**src/core/adcsp_pkg.sv**
```systemverilog
// shared constants and types for the converter serial command port
package adcsp_pkg;

  // register map shape
  localparam int ADCSP_NREG     = 8;
  localparam int ADCSP_ADDR_W   = 3;
  localparam int ADCSP_DATA_W   = 24;
  localparam int ADCSP_LEN_W    = 5;
  localparam int ADCSP_CMD_W    = 8;

  // command byte fields
  localparam int ADCSP_CMD_RDY_BIT = 7;
  localparam int ADCSP_CMD_RS_LSB  = 4;
  localparam int ADCSP_CMD_RW_BIT  = 3;

  // register indices
  localparam logic [2:0] ADCSP_COMM_IDX = 3'h0;
  localparam logic [2:0] ADCSP_DATA_IDX = 3'h5;

  // access length of each register in bits, index 0 in the low slice
  localparam logic [ADCSP_NREG*ADCSP_LEN_W-1:0] ADCSP_REG_LEN_DEF = {
    5'h18, 5'h18, 5'h18, 5'h08, 5'h08, 5'h08, 5'h08, 5'h08
  };

  // values after reset
  localparam logic [ADCSP_CMD_W-1:0] ADCSP_CMD_RST = 8'h00;

  // counts
  localparam int ADCSP_ONES_RESET = 32;
  localparam int ADCSP_ONES_W     = 6;
  localparam int ADCSP_FIFO_DEPTH = 32;
  localparam int ADCSP_UPD_HOLD   = 8;
  localparam int ADCSP_UPD_W      = 8;

  typedef enum logic [1:0] {ADCSP_PH_CMD, ADCSP_PH_WR, ADCSP_PH_RD} adcsp_phase_t;
  typedef enum logic {ADCSP_UP_IDLE, ADCSP_UP_HOLD} adcsp_upd_t;

endpackage

```
**src/core/adcsp_port.sv**
```systemverilog
// serial command port of the measurement converter, sampled on the system clock
// Notes on behaviour
// - every transaction opens with a command byte; no other access before it
// - after reset the next byte shifted in is a command byte
// - command byte picks read or write and the target register
// - write data only from serial input, read data only on serial output
// - all shifting is timed by the host serial clock
// - result ready goes low when a new word reaches the output register
// - result ready returns high once a data register read completes
// - result ready goes high before the output register is updated
// - active low select gates the port for shared serial lines
// - with select tied low, clock, input and output lines suffice
// - command register MSB reads back the result ready state
// - polarity strap low inverts the serial clock, swapping edge roles
// - the same conversion word may be read again after the first read
// - reset input returns the port to its initial state
// - 32 consecutive ones on serial input reset the port
// - after the ones reset the next transfer is a command byte
// - the ones reset leaves all register contents unchanged
// - half duplex: output idle during writes, input only watched for 32 ones during reads
// - selected access follows the eighth command clock with no gap
// - words travel most significant bit first in both directions
module adcsp_port
  import adcsp_pkg::*;
#(
  parameter int                                   DATA_W     = adcsp_pkg::ADCSP_DATA_W,
  parameter int                                   FIFO_DEPTH = adcsp_pkg::ADCSP_FIFO_DEPTH,
  parameter int                                   UPD_HOLD   = adcsp_pkg::ADCSP_UPD_HOLD,
  parameter logic [ADCSP_NREG*ADCSP_LEN_W-1:0]    REG_LEN    = adcsp_pkg::ADCSP_REG_LEN_DEF
) (
  // clock and reset
  input  wire logic                                       i_sys_clk,
  input  wire logic                                       i_rstn,
  // serial pins
  input  wire logic                                       i_sclk,
  input  wire logic                                       i_din,
  input  wire logic                                       i_cs_n,
  input  wire logic                                       i_clock_polarity_strap,
  output logic                                            o_dout,
  output logic                                            o_dout_oe_n,
  output logic                                            o_result_ready_n,
  // conversion words from the filter
  input  wire logic                                       i_conv_valid,
  input  wire logic [DATA_W-1:0]                          i_conv_data,
  output logic                                            o_conv_ready,
  // register file outside the port
  input  wire logic [adcsp_pkg::ADCSP_NREG*DATA_W-1:0]    i_reg_rdata,
  output logic                                            o_reg_wr_stb,
  output logic [adcsp_pkg::ADCSP_ADDR_W-1:0]              o_reg_wr_addr,
  output logic [DATA_W-1:0]                               o_reg_wr_data,
  // status
  output logic [adcsp_pkg::ADCSP_CMD_W-1:0]               o_cmd
);
  import adcsp_pkg::*;

  typedef struct packed {
    logic                    sclk_s1;
    logic                    sclk_s2;
    logic                    sclk_d;
    logic                    din_s1;
    logic                    din_s2;
    logic                    csn_s1;
    logic                    csn_s2;
    logic                    pol_s1;
    logic                    pol_s2;
    adcsp_phase_t            phase;
    logic [ADCSP_CMD_W-1:0]  cmd;
    logic [ADCSP_ADDR_W-1:0] sel;
    logic [ADCSP_LEN_W-1:0]  len;
    logic [ADCSP_LEN_W-1:0]  bits;
    logic [DATA_W-1:0]       sh;
    logic [ADCSP_ONES_W-1:0] ones;
    logic                    dout;
    logic                    oe_n;
    logic                    wr_stb;
    logic [ADCSP_ADDR_W-1:0] wr_addr;
    logic [DATA_W-1:0]       wr_data;
    adcsp_upd_t              upd;
    logic [ADCSP_UPD_W-1:0]  upd_cnt;
    logic [DATA_W-1:0]       outreg;
    logic                    have_word;
    logic                    word_read;
    logic                    rdy_n;
    logic                    pop;
  } adcsp_st_t;

  adcsp_st_t         q_r;
  adcsp_st_t         q_nxt;
  logic              fifo_valid;
  logic [DATA_W-1:0] fifo_data;
  logic              fifo_in_ready;
  logic              sck_now;
  logic              sck_prev;
  logic              active;
  logic              sample_edge;
  logic              launch_edge;
  logic              data_rd_busy;

  function automatic logic [ADCSP_LEN_W-1:0] reg_len(input logic [ADCSP_ADDR_W-1:0] idx);
    reg_len = REG_LEN[idx*ADCSP_LEN_W +: ADCSP_LEN_W];
  endfunction

  // put the low len bits at the top of the shifter so they leave msb first
  function automatic logic [DATA_W-1:0] left_align(input logic [DATA_W-1:0] v,
                                                    input logic [ADCSP_LEN_W-1:0] len);
    left_align = v << (DATA_W - int'(len));
  endfunction

  adcsp_fifo #(
    .WIDTH (DATA_W),
    .DEPTH (FIFO_DEPTH)
  ) u_fifo (
    .i_clk       (i_sys_clk),
    .i_rstn      (i_rstn),
    .i_in_valid  (i_conv_valid),
    .i_in_data   (i_conv_data),
    .o_in_ready  (fifo_in_ready),
    .o_out_valid (fifo_valid),
    .o_out_data  (fifo_data),
    .i_out_ready (q_r.pop)
  );

  // normalise the clock so the sample edge is always a rising one
  assign sck_now      = q_r.pol_s2 ? q_r.sclk_s2 : ~q_r.sclk_s2;
  // previous level is stored normalised, idle reads 1 for either strap, so reset cannot fake an edge
  assign sck_prev     = q_r.sclk_d;
  assign active       = !q_r.csn_s2;
  assign sample_edge  = active && sck_now && !sck_prev;
  assign launch_edge  = active && !sck_now && sck_prev;
  assign data_rd_busy = (q_r.phase == ADCSP_PH_RD) && (q_r.sel == ADCSP_DATA_IDX);

  always_comb begin
    logic [ADCSP_CMD_W-1:0]  cbyte;
    logic [ADCSP_ADDR_W-1:0] csel;
    logic [DATA_W-1:0]       rword;
    logic [DATA_W-1:0]       shin;
    cbyte = '0;
    csel  = '0;
    rword = '0;
    shin  = '0;
    q_nxt = q_r;

    // only the second stage of each synchroniser is read by logic
    q_nxt.sclk_s1 = i_sclk;
    q_nxt.sclk_s2 = q_r.sclk_s1;
    q_nxt.sclk_d  = sck_now;
    q_nxt.din_s1  = i_din;
    q_nxt.din_s2  = q_r.din_s1;
    q_nxt.csn_s1  = i_cs_n;
    q_nxt.csn_s2  = q_r.csn_s1;
    q_nxt.pol_s1  = i_clock_polarity_strap;
    q_nxt.pol_s2  = q_r.pol_s1;
    q_nxt.wr_stb  = 1'b0;
    q_nxt.pop     = 1'b0;

    shin = {q_r.sh[DATA_W-2:0], q_r.din_s2};

    if (sample_edge) begin
      q_nxt.ones = q_r.din_s2 ? q_r.ones + 1'b1 : '0;
      if (q_r.din_s2 && (q_r.ones == ADCSP_ONES_W'(ADCSP_ONES_RESET - 1))) begin
        // registers and output word are left as they are
        q_nxt.phase = ADCSP_PH_CMD;
        q_nxt.bits  = '0;
        q_nxt.sh    = '0;
        q_nxt.ones  = '0;
      end else begin
        unique case (q_r.phase)
          ADCSP_PH_CMD: begin
            q_nxt.sh   = shin;
            q_nxt.bits = q_r.bits + 1'b1;
            if (q_r.bits == ADCSP_LEN_W'(ADCSP_CMD_W - 1)) begin
              cbyte       = shin[ADCSP_CMD_W-1:0];
              csel        = cbyte[ADCSP_CMD_RS_LSB +: ADCSP_ADDR_W];
              q_nxt.cmd   = cbyte;
              q_nxt.sel   = csel;
              q_nxt.len   = reg_len(csel);
              q_nxt.bits  = '0;
              q_nxt.sh    = '0;
              // access set up on the same edge, no gap needed
              if (cbyte[ADCSP_CMD_RW_BIT]) begin
                if (csel == ADCSP_COMM_IDX) begin
                  rword = DATA_W'({q_r.rdy_n, cbyte[ADCSP_CMD_W-2:0]});
                end else if (csel == ADCSP_DATA_IDX) begin
                  rword = q_r.outreg;
                end else begin
                  rword = i_reg_rdata[csel*DATA_W +: DATA_W];
                end
                q_nxt.sh    = left_align(rword, q_nxt.len);
                q_nxt.phase = ADCSP_PH_RD;
              end else if (csel != ADCSP_COMM_IDX) begin
                q_nxt.phase = ADCSP_PH_WR;
              end
            end
          end
          ADCSP_PH_WR: begin
            q_nxt.sh   = shin;
            q_nxt.bits = q_r.bits + 1'b1;
            if (q_r.bits == q_r.len - 1'b1) begin
              // the output data register is read only
              q_nxt.wr_stb  = (q_r.sel != ADCSP_DATA_IDX);
              q_nxt.wr_addr = q_r.sel;
              q_nxt.wr_data = shin;
              q_nxt.phase   = ADCSP_PH_CMD;
              q_nxt.bits    = '0;
              q_nxt.sh      = '0;
            end
          end
          ADCSP_PH_RD: begin
            // serial input is not shifted in during a read
            q_nxt.bits = q_r.bits + 1'b1;
            if (q_r.bits == q_r.len - 1'b1) begin
              q_nxt.phase = ADCSP_PH_CMD;
              q_nxt.bits  = '0;
              q_nxt.sh    = '0;
              if (q_r.sel == ADCSP_DATA_IDX) begin
                q_nxt.rdy_n     = 1'b1;
                q_nxt.word_read = 1'b1;
              end
            end
          end
        endcase
      end
    end else if (launch_edge && (q_r.phase == ADCSP_PH_RD)) begin
      q_nxt.dout = q_r.sh[DATA_W-1];
      q_nxt.sh   = {q_r.sh[DATA_W-2:0], 1'b0};
    end

    // drive the output only while selected and reading
    q_nxt.oe_n = !(active && (q_nxt.phase == ADCSP_PH_RD));

    // output register update; a word still unread stalls the fifo so it fills
    unique case (q_r.upd)
      ADCSP_UP_IDLE: begin
        if (fifo_valid && (!q_r.have_word || q_r.word_read) && !data_rd_busy) begin
          q_nxt.rdy_n   = 1'b1;
          q_nxt.upd     = ADCSP_UP_HOLD;
          q_nxt.upd_cnt = ADCSP_UPD_W'(UPD_HOLD - 1);
        end
      end
      ADCSP_UP_HOLD: begin
        q_nxt.rdy_n = 1'b1;
        // a data read under way keeps the old word until it ends
        if (!data_rd_busy) begin
          if (q_r.upd_cnt == '0) begin
            q_nxt.outreg    = fifo_data;
            q_nxt.pop       = 1'b1;
            q_nxt.have_word = 1'b1;
            q_nxt.word_read = 1'b0;
            q_nxt.rdy_n     = 1'b0;
            q_nxt.upd       = ADCSP_UP_IDLE;
          end else begin
            q_nxt.upd_cnt = q_r.upd_cnt - 1'b1;
          end
        end
      end
    endcase
  end

  always_ff @(posedge i_sys_clk or negedge i_rstn) begin
    if (!i_rstn) begin
      q_r         <= '0;
      q_r.sclk_s1 <= 1'b1;
      q_r.sclk_s2 <= 1'b1;
      q_r.sclk_d  <= 1'b1;
      q_r.csn_s1  <= 1'b1;
      q_r.csn_s2  <= 1'b1;
      q_r.pol_s1  <= 1'b1;
      q_r.pol_s2  <= 1'b1;
      q_r.phase   <= ADCSP_PH_CMD;
      q_r.cmd     <= ADCSP_CMD_RST;
      q_r.upd     <= ADCSP_UP_IDLE;
      q_r.oe_n    <= 1'b1;
      q_r.rdy_n   <= 1'b1;
    end else begin
      q_r <= q_nxt;
    end
  end

  assign o_dout           = q_r.dout;
  assign o_dout_oe_n      = q_r.oe_n;
  assign o_result_ready_n = q_r.rdy_n;
  assign o_conv_ready     = fifo_in_ready;
  assign o_reg_wr_stb     = q_r.wr_stb;
  assign o_reg_wr_addr    = q_r.wr_addr;
  assign o_reg_wr_data    = q_r.wr_data;
  assign o_cmd            = q_r.cmd;

endmodule

```
**src/core/adcsp_fifo.sv**
```systemverilog
// conversion word fifo with registered read data
module adcsp_fifo #(
  parameter int WIDTH = 24,
  parameter int DEPTH = 32
) (
  // clock and reset
  input  wire logic             i_clk,
  input  wire logic             i_rstn,
  // filling side
  input  wire logic             i_in_valid,
  input  wire logic [WIDTH-1:0] i_in_data,
  output logic                  o_in_ready,
  // draining side
  output logic                  o_out_valid,
  output logic [WIDTH-1:0]      o_out_data,
  input  wire logic             i_out_ready
);
  localparam int AW = (DEPTH > 1) ? $clog2(DEPTH) : 1;

  typedef struct packed {
    logic [AW-1:0]    wp;
    logic [AW-1:0]    rp;
    logic [AW:0]      cnt;
    logic             in_ready;
    logic             ov;
    logic [WIDTH-1:0] od;
  } adcsp_fifo_st_t;

  adcsp_fifo_st_t   q_r;
  adcsp_fifo_st_t   q_nxt;
  logic [WIDTH-1:0] mem [DEPTH];
  logic             push;
  logic             take;

  function automatic logic [AW-1:0] ptr_inc(input logic [AW-1:0] p);
    ptr_inc = (p == AW'(DEPTH - 1)) ? '0 : p + 1'b1;
  endfunction

  assign push = i_in_valid && q_r.in_ready;
  // refill the output stage whenever it is empty or being consumed
  assign take = (q_r.cnt != '0) && (!q_r.ov || i_out_ready);

  always_comb begin
    q_nxt = q_r;
    if (push) begin
      q_nxt.wp = ptr_inc(q_r.wp);
    end
    if (take) begin
      q_nxt.od = mem[q_r.rp];
      q_nxt.ov = 1'b1;
      q_nxt.rp = ptr_inc(q_r.rp);
    end else if (i_out_ready) begin
      q_nxt.ov = 1'b0;
    end
    q_nxt.cnt      = q_r.cnt + (AW+1)'(push) - (AW+1)'(take);
    q_nxt.in_ready = q_nxt.cnt < (AW+1)'(DEPTH);
  end

  always_ff @(posedge i_clk or negedge i_rstn) begin
    if (!i_rstn) begin
      q_r          <= '0;
      q_r.in_ready <= 1'b1;
    end else begin
      q_r <= q_nxt;
    end
  end

  always_ff @(posedge i_clk) begin
    if (push) begin
      mem[q_r.wp] <= i_in_data;
    end
  end

  assign o_in_ready  = q_r.in_ready;
  assign o_out_valid = q_r.ov;
  assign o_out_data  = q_r.od;

endmodule

```
**config.mk**
```make
export PLATFORM = sky130hd
export DESIGN_NAME = adcsp_port
export DESIGN_NICKNAME = d
export VERILOG_FILES = /design/src/core/adcsp_pkg.sv /design/src/core/adcsp_port.sv /design/src/core/adcsp_fifo.sv
export SDC_FILE = /design/constraint.sdc
export NUM_CORES = 1
export LEC_CHECK = 0
export ABC_AREA = 0
export BUFFER_PORTS_ARGS = -buffer_cell sky130_fd_sc_hd__clkbuf_2
export CAP_MARGIN = 20
export CORE_AREA = 2 2 217 273
export DETAILED_ROUTE_END_ITERATION = 10
export DIE_AREA = 0 0 219 275
export GPL_TIMING_DRIVEN = 1
export HOLD_SLACK_MARGIN = 0.05
export MAX_ROUTING_LAYER = met4
export PLACE_DENSITY = 0.87
export SLEW_MARGIN = 15
export SYNTH_ARGS = -nofsm -noshare
export SYNTH_HDL_FRONTEND = slang
export SYNTH_SLANG_ARGS = --single-unit
export TNS_END_PERCENT = 1
```
**constraint.sdc**
```tcl
create_clock -name i_sys_clk -period 8.3 [get_ports i_sys_clk]
set_input_delay 1.245 -clock i_sys_clk [delete_from_list [all_inputs] [get_ports i_sys_clk]]
set_output_delay 1.245 -clock i_sys_clk [all_outputs]
set_load 0.02 [all_outputs]
```
# Word level (Yosys, flattened, before mapping)
# Memories as Yosys holds them, arrays and structs flattened. A register that Yosys moved wholly into a read port is not among the register bits.
# Cells that the tools add are included.
# word_totals
inputBits	223
register_bits	147
output_inout_bits	40
memories	1
elab_cells	162
mem_bits_rw	768
# op_classes
n_addsub	9
n_mux	51
n_mul	2
shifts	3
eq_ne	20
order_cmp	1
reduce_logical	37
n_bitwise	5
# memory_table
name	words	word_bits	rd	rd_ports_with_merged_regs	write_ports	line	source
u_fifo.mem	32	24	1	1	1	adcsp_fifo.sv:31	logic [WIDTH-1:0] mem [DEPTH];
# ops
operator	count
$mux W24	10
$shiftx A192 B9 Y24	1
$mux W28	5
$mux W29	3
$pmux W29 S3	1
$mux W47	1
$shiftx A40 B7 Y5 const A	1
$mux W37	1
$mux W16	2
$shl A24 B32 Y24	1
$mux W23	1
$mux W2	9
$ne A3 B3 Y1 const B	6
$pmux W9 S2	1
$add A5 B1 Y5 const B	3
$logic_and A1 B1 Y1	12
$mux W6	2
$eq A5 B5 Y1 const B	2
$mux W5	2
$mux W1	9
$mux W9	1
$logic_not A1 Y1	8
$logic_not A8 Y1	1
$mux W8	1
other kinds (31)	44

# Depth between registers and ports, before layout
# depth
word_depth	18
ltp_mapped	16

# Modules after synthesis
# Synthesis repeated with hierarchy kept, for this count alone.
# unflattened
cells_unflattened	2405
hier_area_um2	38613.3
# by_module_without_submodules
module	instances	seq_area_each_um2	cells_per_inst	area_per_inst_um2
adcsp_fifo	1	24114.4	1763	32152.1
adcsp_port	1	3089.2	642	6461.2

# Least setup slack after synthesis
# Ideal clock, no wire load.
# synth_path
kind	input to register
from	input i_conv_valid
to	memory u_fifo.mem[31][0], enable pin
setup_slack_ps	5169
arrival_time_ps	2726
n_path_buf	0
setup_time_ps	405
stages	4
required_ps	7895
cell_sequence	nand2_1 clkinv_1 nand2_1 nor2_1
# synth_between
elab_chain_len	3
# synth_rtl
element	line	source
from (decl)	adcsp_port.sv:43	input wire logic i_conv_valid,
$logic_and A1 B1 Y1	adcsp_fifo.sv:39	assign push = i_in_valid && q_r.in_ready;
via u_fifo.push	adcsp_fifo.sv:32	logic push;
$mux W1	adcsp_fifo.sv:69	if (push) begin
$mux W1 (implied by the code)	adcsp_fifo.sv:70	mem[q_r.wp] <= i_in_data;
to (decl)	adcsp_fifo.sv:31	
# The timed path passes the listed nets, and every way through them passes these cells.

# Final worst setup path
# layout_path
from	input i_conv_valid
to	memory u_fifo.mem[4][6], enable pin
# Same word-level chain as after synthesis.

==> flow_summary.json <==
{
  "post_cts_resize_count": 0,
  "grt_first_pass_wirelength_um": 150000,
  "required_ps": 8620,
  "fin_cells": 2967,
  "std_cell_rows": 99,
  "wirelength_um": 109000,
  "placed_cells": 2785,
  "syn_avg_cell_area_sq_um": 18.8,
  "core-area_sq_um": 57700,
  "fp.dieW_um": 219,
  "cts.reportedPaths.clkPinSlew_ps": 60,
  "path_class": "in2reg",
  "port_buffers": 150,
  "min_to": "q_r[127]",
  "peakVddDrop_uv": 223,
  "cts_tree": "built",
  "cts_buffer_depth": 3,
  "setup_viol": 0,
  "r2r_cells": 5,
  "antenna_found_initial": 9,
  "synth_cell_types": 76,
  "drv_cap": 0,
  "cts_root_buf": "clkbuf_16",
  "vias_per_cell": 7.35,
  "end_kind": "flip-flop",
  "area_growth_syn_to_layout_pct": 12.1,
  "crit_chain": "clkbuf_2, nand2_1, clkinv_1, nand2_1, nor2_2, buf_4",
  "tightestPinTransition_ps": 1340,
  "hold_depth": 0,
  "drt-pass1-iter-count": 6,
  "r2r-end": "u_fifo.o_out_data[12]",
  "drtIter0Drc": 3792,
  "min_from": "q_nxt[127]",
  "clock-sinks": 933,
  "crit_arrival_ps": 3880,
  "grt_max_degree": 179,
  "start_kind": "input port",
  "outcome": "complete, no violations",
  "num-fill-cells": 3140,
  "syn_area_sq_um": 37200,
  "ys_ff_latch": 933,
  "layout_commonest_cell": "edfxtp_1",
  "critPathMostFrequentCell": "nand2_1",
  "cts_buffers": 86,
  "wl_per_cell_um": 36.7,
  "htreeDepth": 3,
  "place_congestion": 0.909,
  "timing.setup.tns_ps": 0,
  "netlist_instances": 1982,
  "cp_slowest_stage_delay_ps": 1060,
  "fin_crit_ps": 3550,
  "track_usage_pct": 37.0,
  "hp-class": "reg2reg",
  "syn_nets": 2227,
  "crit_fanout": 13,
  "final_cell_mix": "edfxtp_1 (768), mux4_2 (199), dfrtp_1 (152)",
  "ys_seq_area_share_pct": 73.1,
  "p_per_area_nw_per_um2": 245,
  "synth_edf_count": 768,
  "ys.flop_type": "edfxtp_1",
  "cts_post_setup_buffers_inserted": 0,
  "period_share_pct": 42.8,
  "ios": 263,
  "fmax_mhz": 282,
  "ys_async_sr_fraction_pct": 17.7,
  "ant_nets": 0,
  "multi_input_area_sq_um": 9190,
  "fin_worst_skew_ps": 51.2,
  "clk_latency_ps": 670,
  "post-route-util_pct": 72.2,
  "ctsHoldBuffers": 0,
  "num_vias": 21814,
  "place_area_sq_um": 38500,
  "hold_viol_final": 0,
  "regToRegStartpoint": "u_fifo.q_r[32]",
  "rsz0062_at_grt": "no",
  "finalMaxSlewViolations": 0,
  "nets": 2374,
  "yosysWarnings": 0,
  "die_area_sq_um": 60200,
  "die_h_um": 275,
  "slew_headroom_pct": 11.0,
  "initial_core_util_pct": 64.4,
  "cp_slowest_cell": "nor2_2",
  "drc": 0,
  "drive_gt1_share_pct": 29.8,
  "grt_pass1_vias": 21704,
  "final_cell_area_sq_um": 41700,
  "p_leak_nw": 14.2,
  "seq_area_sq_um": 27200,
  "grt-ovfl-total": 0,
  "dpl.hpwl_um": 54000,
  "reg2reg_slack_ps": 4830
}
==> critical path, delay by kind of cell <==
kind                   cells  cell delay [ps]
AND/OR/NAND/NOR            3             1790
buffers and inverters      3              800
==> worst max-delay path by stage <==
stage	from	end	slack [ps]	cells past startpoint
6_report	i_conv_valid	u_fifo.mem[4][6]	4750	6
5_1_grt	u_fifo.q_r[32]	u_fifo.o_out_data[14]	4600	5
4_1_cts	u_fifo.q_r[32]	u_fifo.o_out_data[12]	4850	5
3_5_place_dp	i_conv_valid	u_fifo.mem[4][4]	4240	6
3_3_place_gp	i_conv_valid	u_fifo.mem[4][4]	4550	6
2_1_floorplan	i_conv_valid	u_fifo.mem[31][0]	5170	4
==> cells in the mapped netlist (4+ instances only) <==
library cell | count | area share, %
o22ai_1 | 111 | 1.9
buf_4 | 44 | 0.89
nand4_1 | 4 | 0.067
buf_2 | 39 | 0.52
edfxtp_1 | 768 | 62
nor3_1 | 12 | 0.16
dfstp_2 | 10 | 0.71
nor2_1 | 87 | 0.88
nor4_1 | 10 | 0.17
nand2_1 | 78 | 0.79
a21o_1 | 7 | 0.14
xor2_1 | 7 | 0.16
and3_1 | 5 | 0.084
or2_2 | 4 | 0.067
mux2i_1 | 14 | 0.38
mux4_2 | 199 | 12
o21ai_0 | 48 | 0.65
a22oi_1 | 7 | 0.14
a221oi_1 | 6 | 0.14
ha_1 | 21 | 0.71
a21oi_1 | 30 | 0.40
or3_1 | 4 | 0.067
or4_1 | 24 | 0.48
o31ai_1 | 12 | 0.24
inv_1 | 33 | 0.33
xnor2_1 | 5 | 0.12
nand3b_1 | 7 | 0.14
nand3_1 | 27 | 0.36
dfrtp_1 | 155 | 10
mux2_2 | 69 | 2.1
clkbuf_1 | 43 | 0.43
o2bb2ai_1 | 11 | 0.26
buf_6 | 13 | 0.39
==> final cells by class <==
| class | instances | share of cell area [%] |
|---|---|---|
| timing repair buffer | 200 | 3.30 |
| multi-input combinational | 873 | 22.0 |
| clock buffer | 112 | 5.57 |
| tap | 757 | 2.27 |
| inverter | 35 | 0.315 |
| sequential | 933 | 65.3 |
| clock inverter | 46 | 1.16 |
| antenna | 11 | 0.0660 |
==> registers in the layout, indices dropped and copies added, names as in the netlist <==
signal and count:
q_nxt 4, o_dout_oe_n 1, o_dout 1, u_fifo.q_r 16
sck_prev 1, u_fifo.o_out_valid 1, o_result_ready_n 1, q_r 79
o_reg_wr_stb 1, o_reg_wr_data 24, o_cmd 8, u_fifo.o_in_ready 1
u_fifo.mem 768, o_reg_wr_addr 3, u_fifo.o_out_data 24
==> per-stage QoR <==
step / setup slack [ps] / total power [mW] / hold WS, ps
finish: 4750 / 10.2 / 355
global route: 4600 / 10.4 / 360
CTS: 4850 / 10.1 / 357
detailed placement: 4240 / 6.18 / 345
global placement: 4550 / 6.12 / 335
floorplan: 5170 / 5.86 / 331
==> power by group <==
| part | switching [mW] | total, mW | internal [mW] |
|---|---|---|---|
| logic | 0.482 | 0.735 | 0.254 |
| registers | 0.148 | 5.41 | 5.26 |
| clock network | 1.82 | 4.06 | 2.24 |
| total | 2.45 | 10.2 | 7.75 |
==> kinds of logic (layout without fill, tap and decap cells) <==
| group | count (synthesis) | count (layout) | share of synthesized area, % |
|---|---|---|---|
| buffers and inverters | 176 | 393 | 2.62 |
| xor gates and xnor gates | 13 | 13 | 0.326 |
| other | 0 | 11 | 0 |
| DFF | 933 | 933 | 73.1 |
| adders and majority gates | 22 | 22 | 0.760 |
| AOI/OAI and AO/OA | 269 | 269 | 4.76 |
| muxes | 283 | 283 | 14.6 |
| and+or+nand+nor | 286 | 286 | 3.84 |
==> metal layers <==
metal / part of all wire (%) / track usage, % / wire length [um] / vias up
met5: 0 / - / 0 / -
met4: 7.3 / 22.1 / 7960 / 0
met3: 11 / 7.76 / 12200 / 496
met2: 50 / 59.9 / 54700 / 2103
met1: 31 / 42.9 / 34000 / 10887
li1: - / - / - / 8328
No activity file was read; power rests on OpenSTA's default activity.
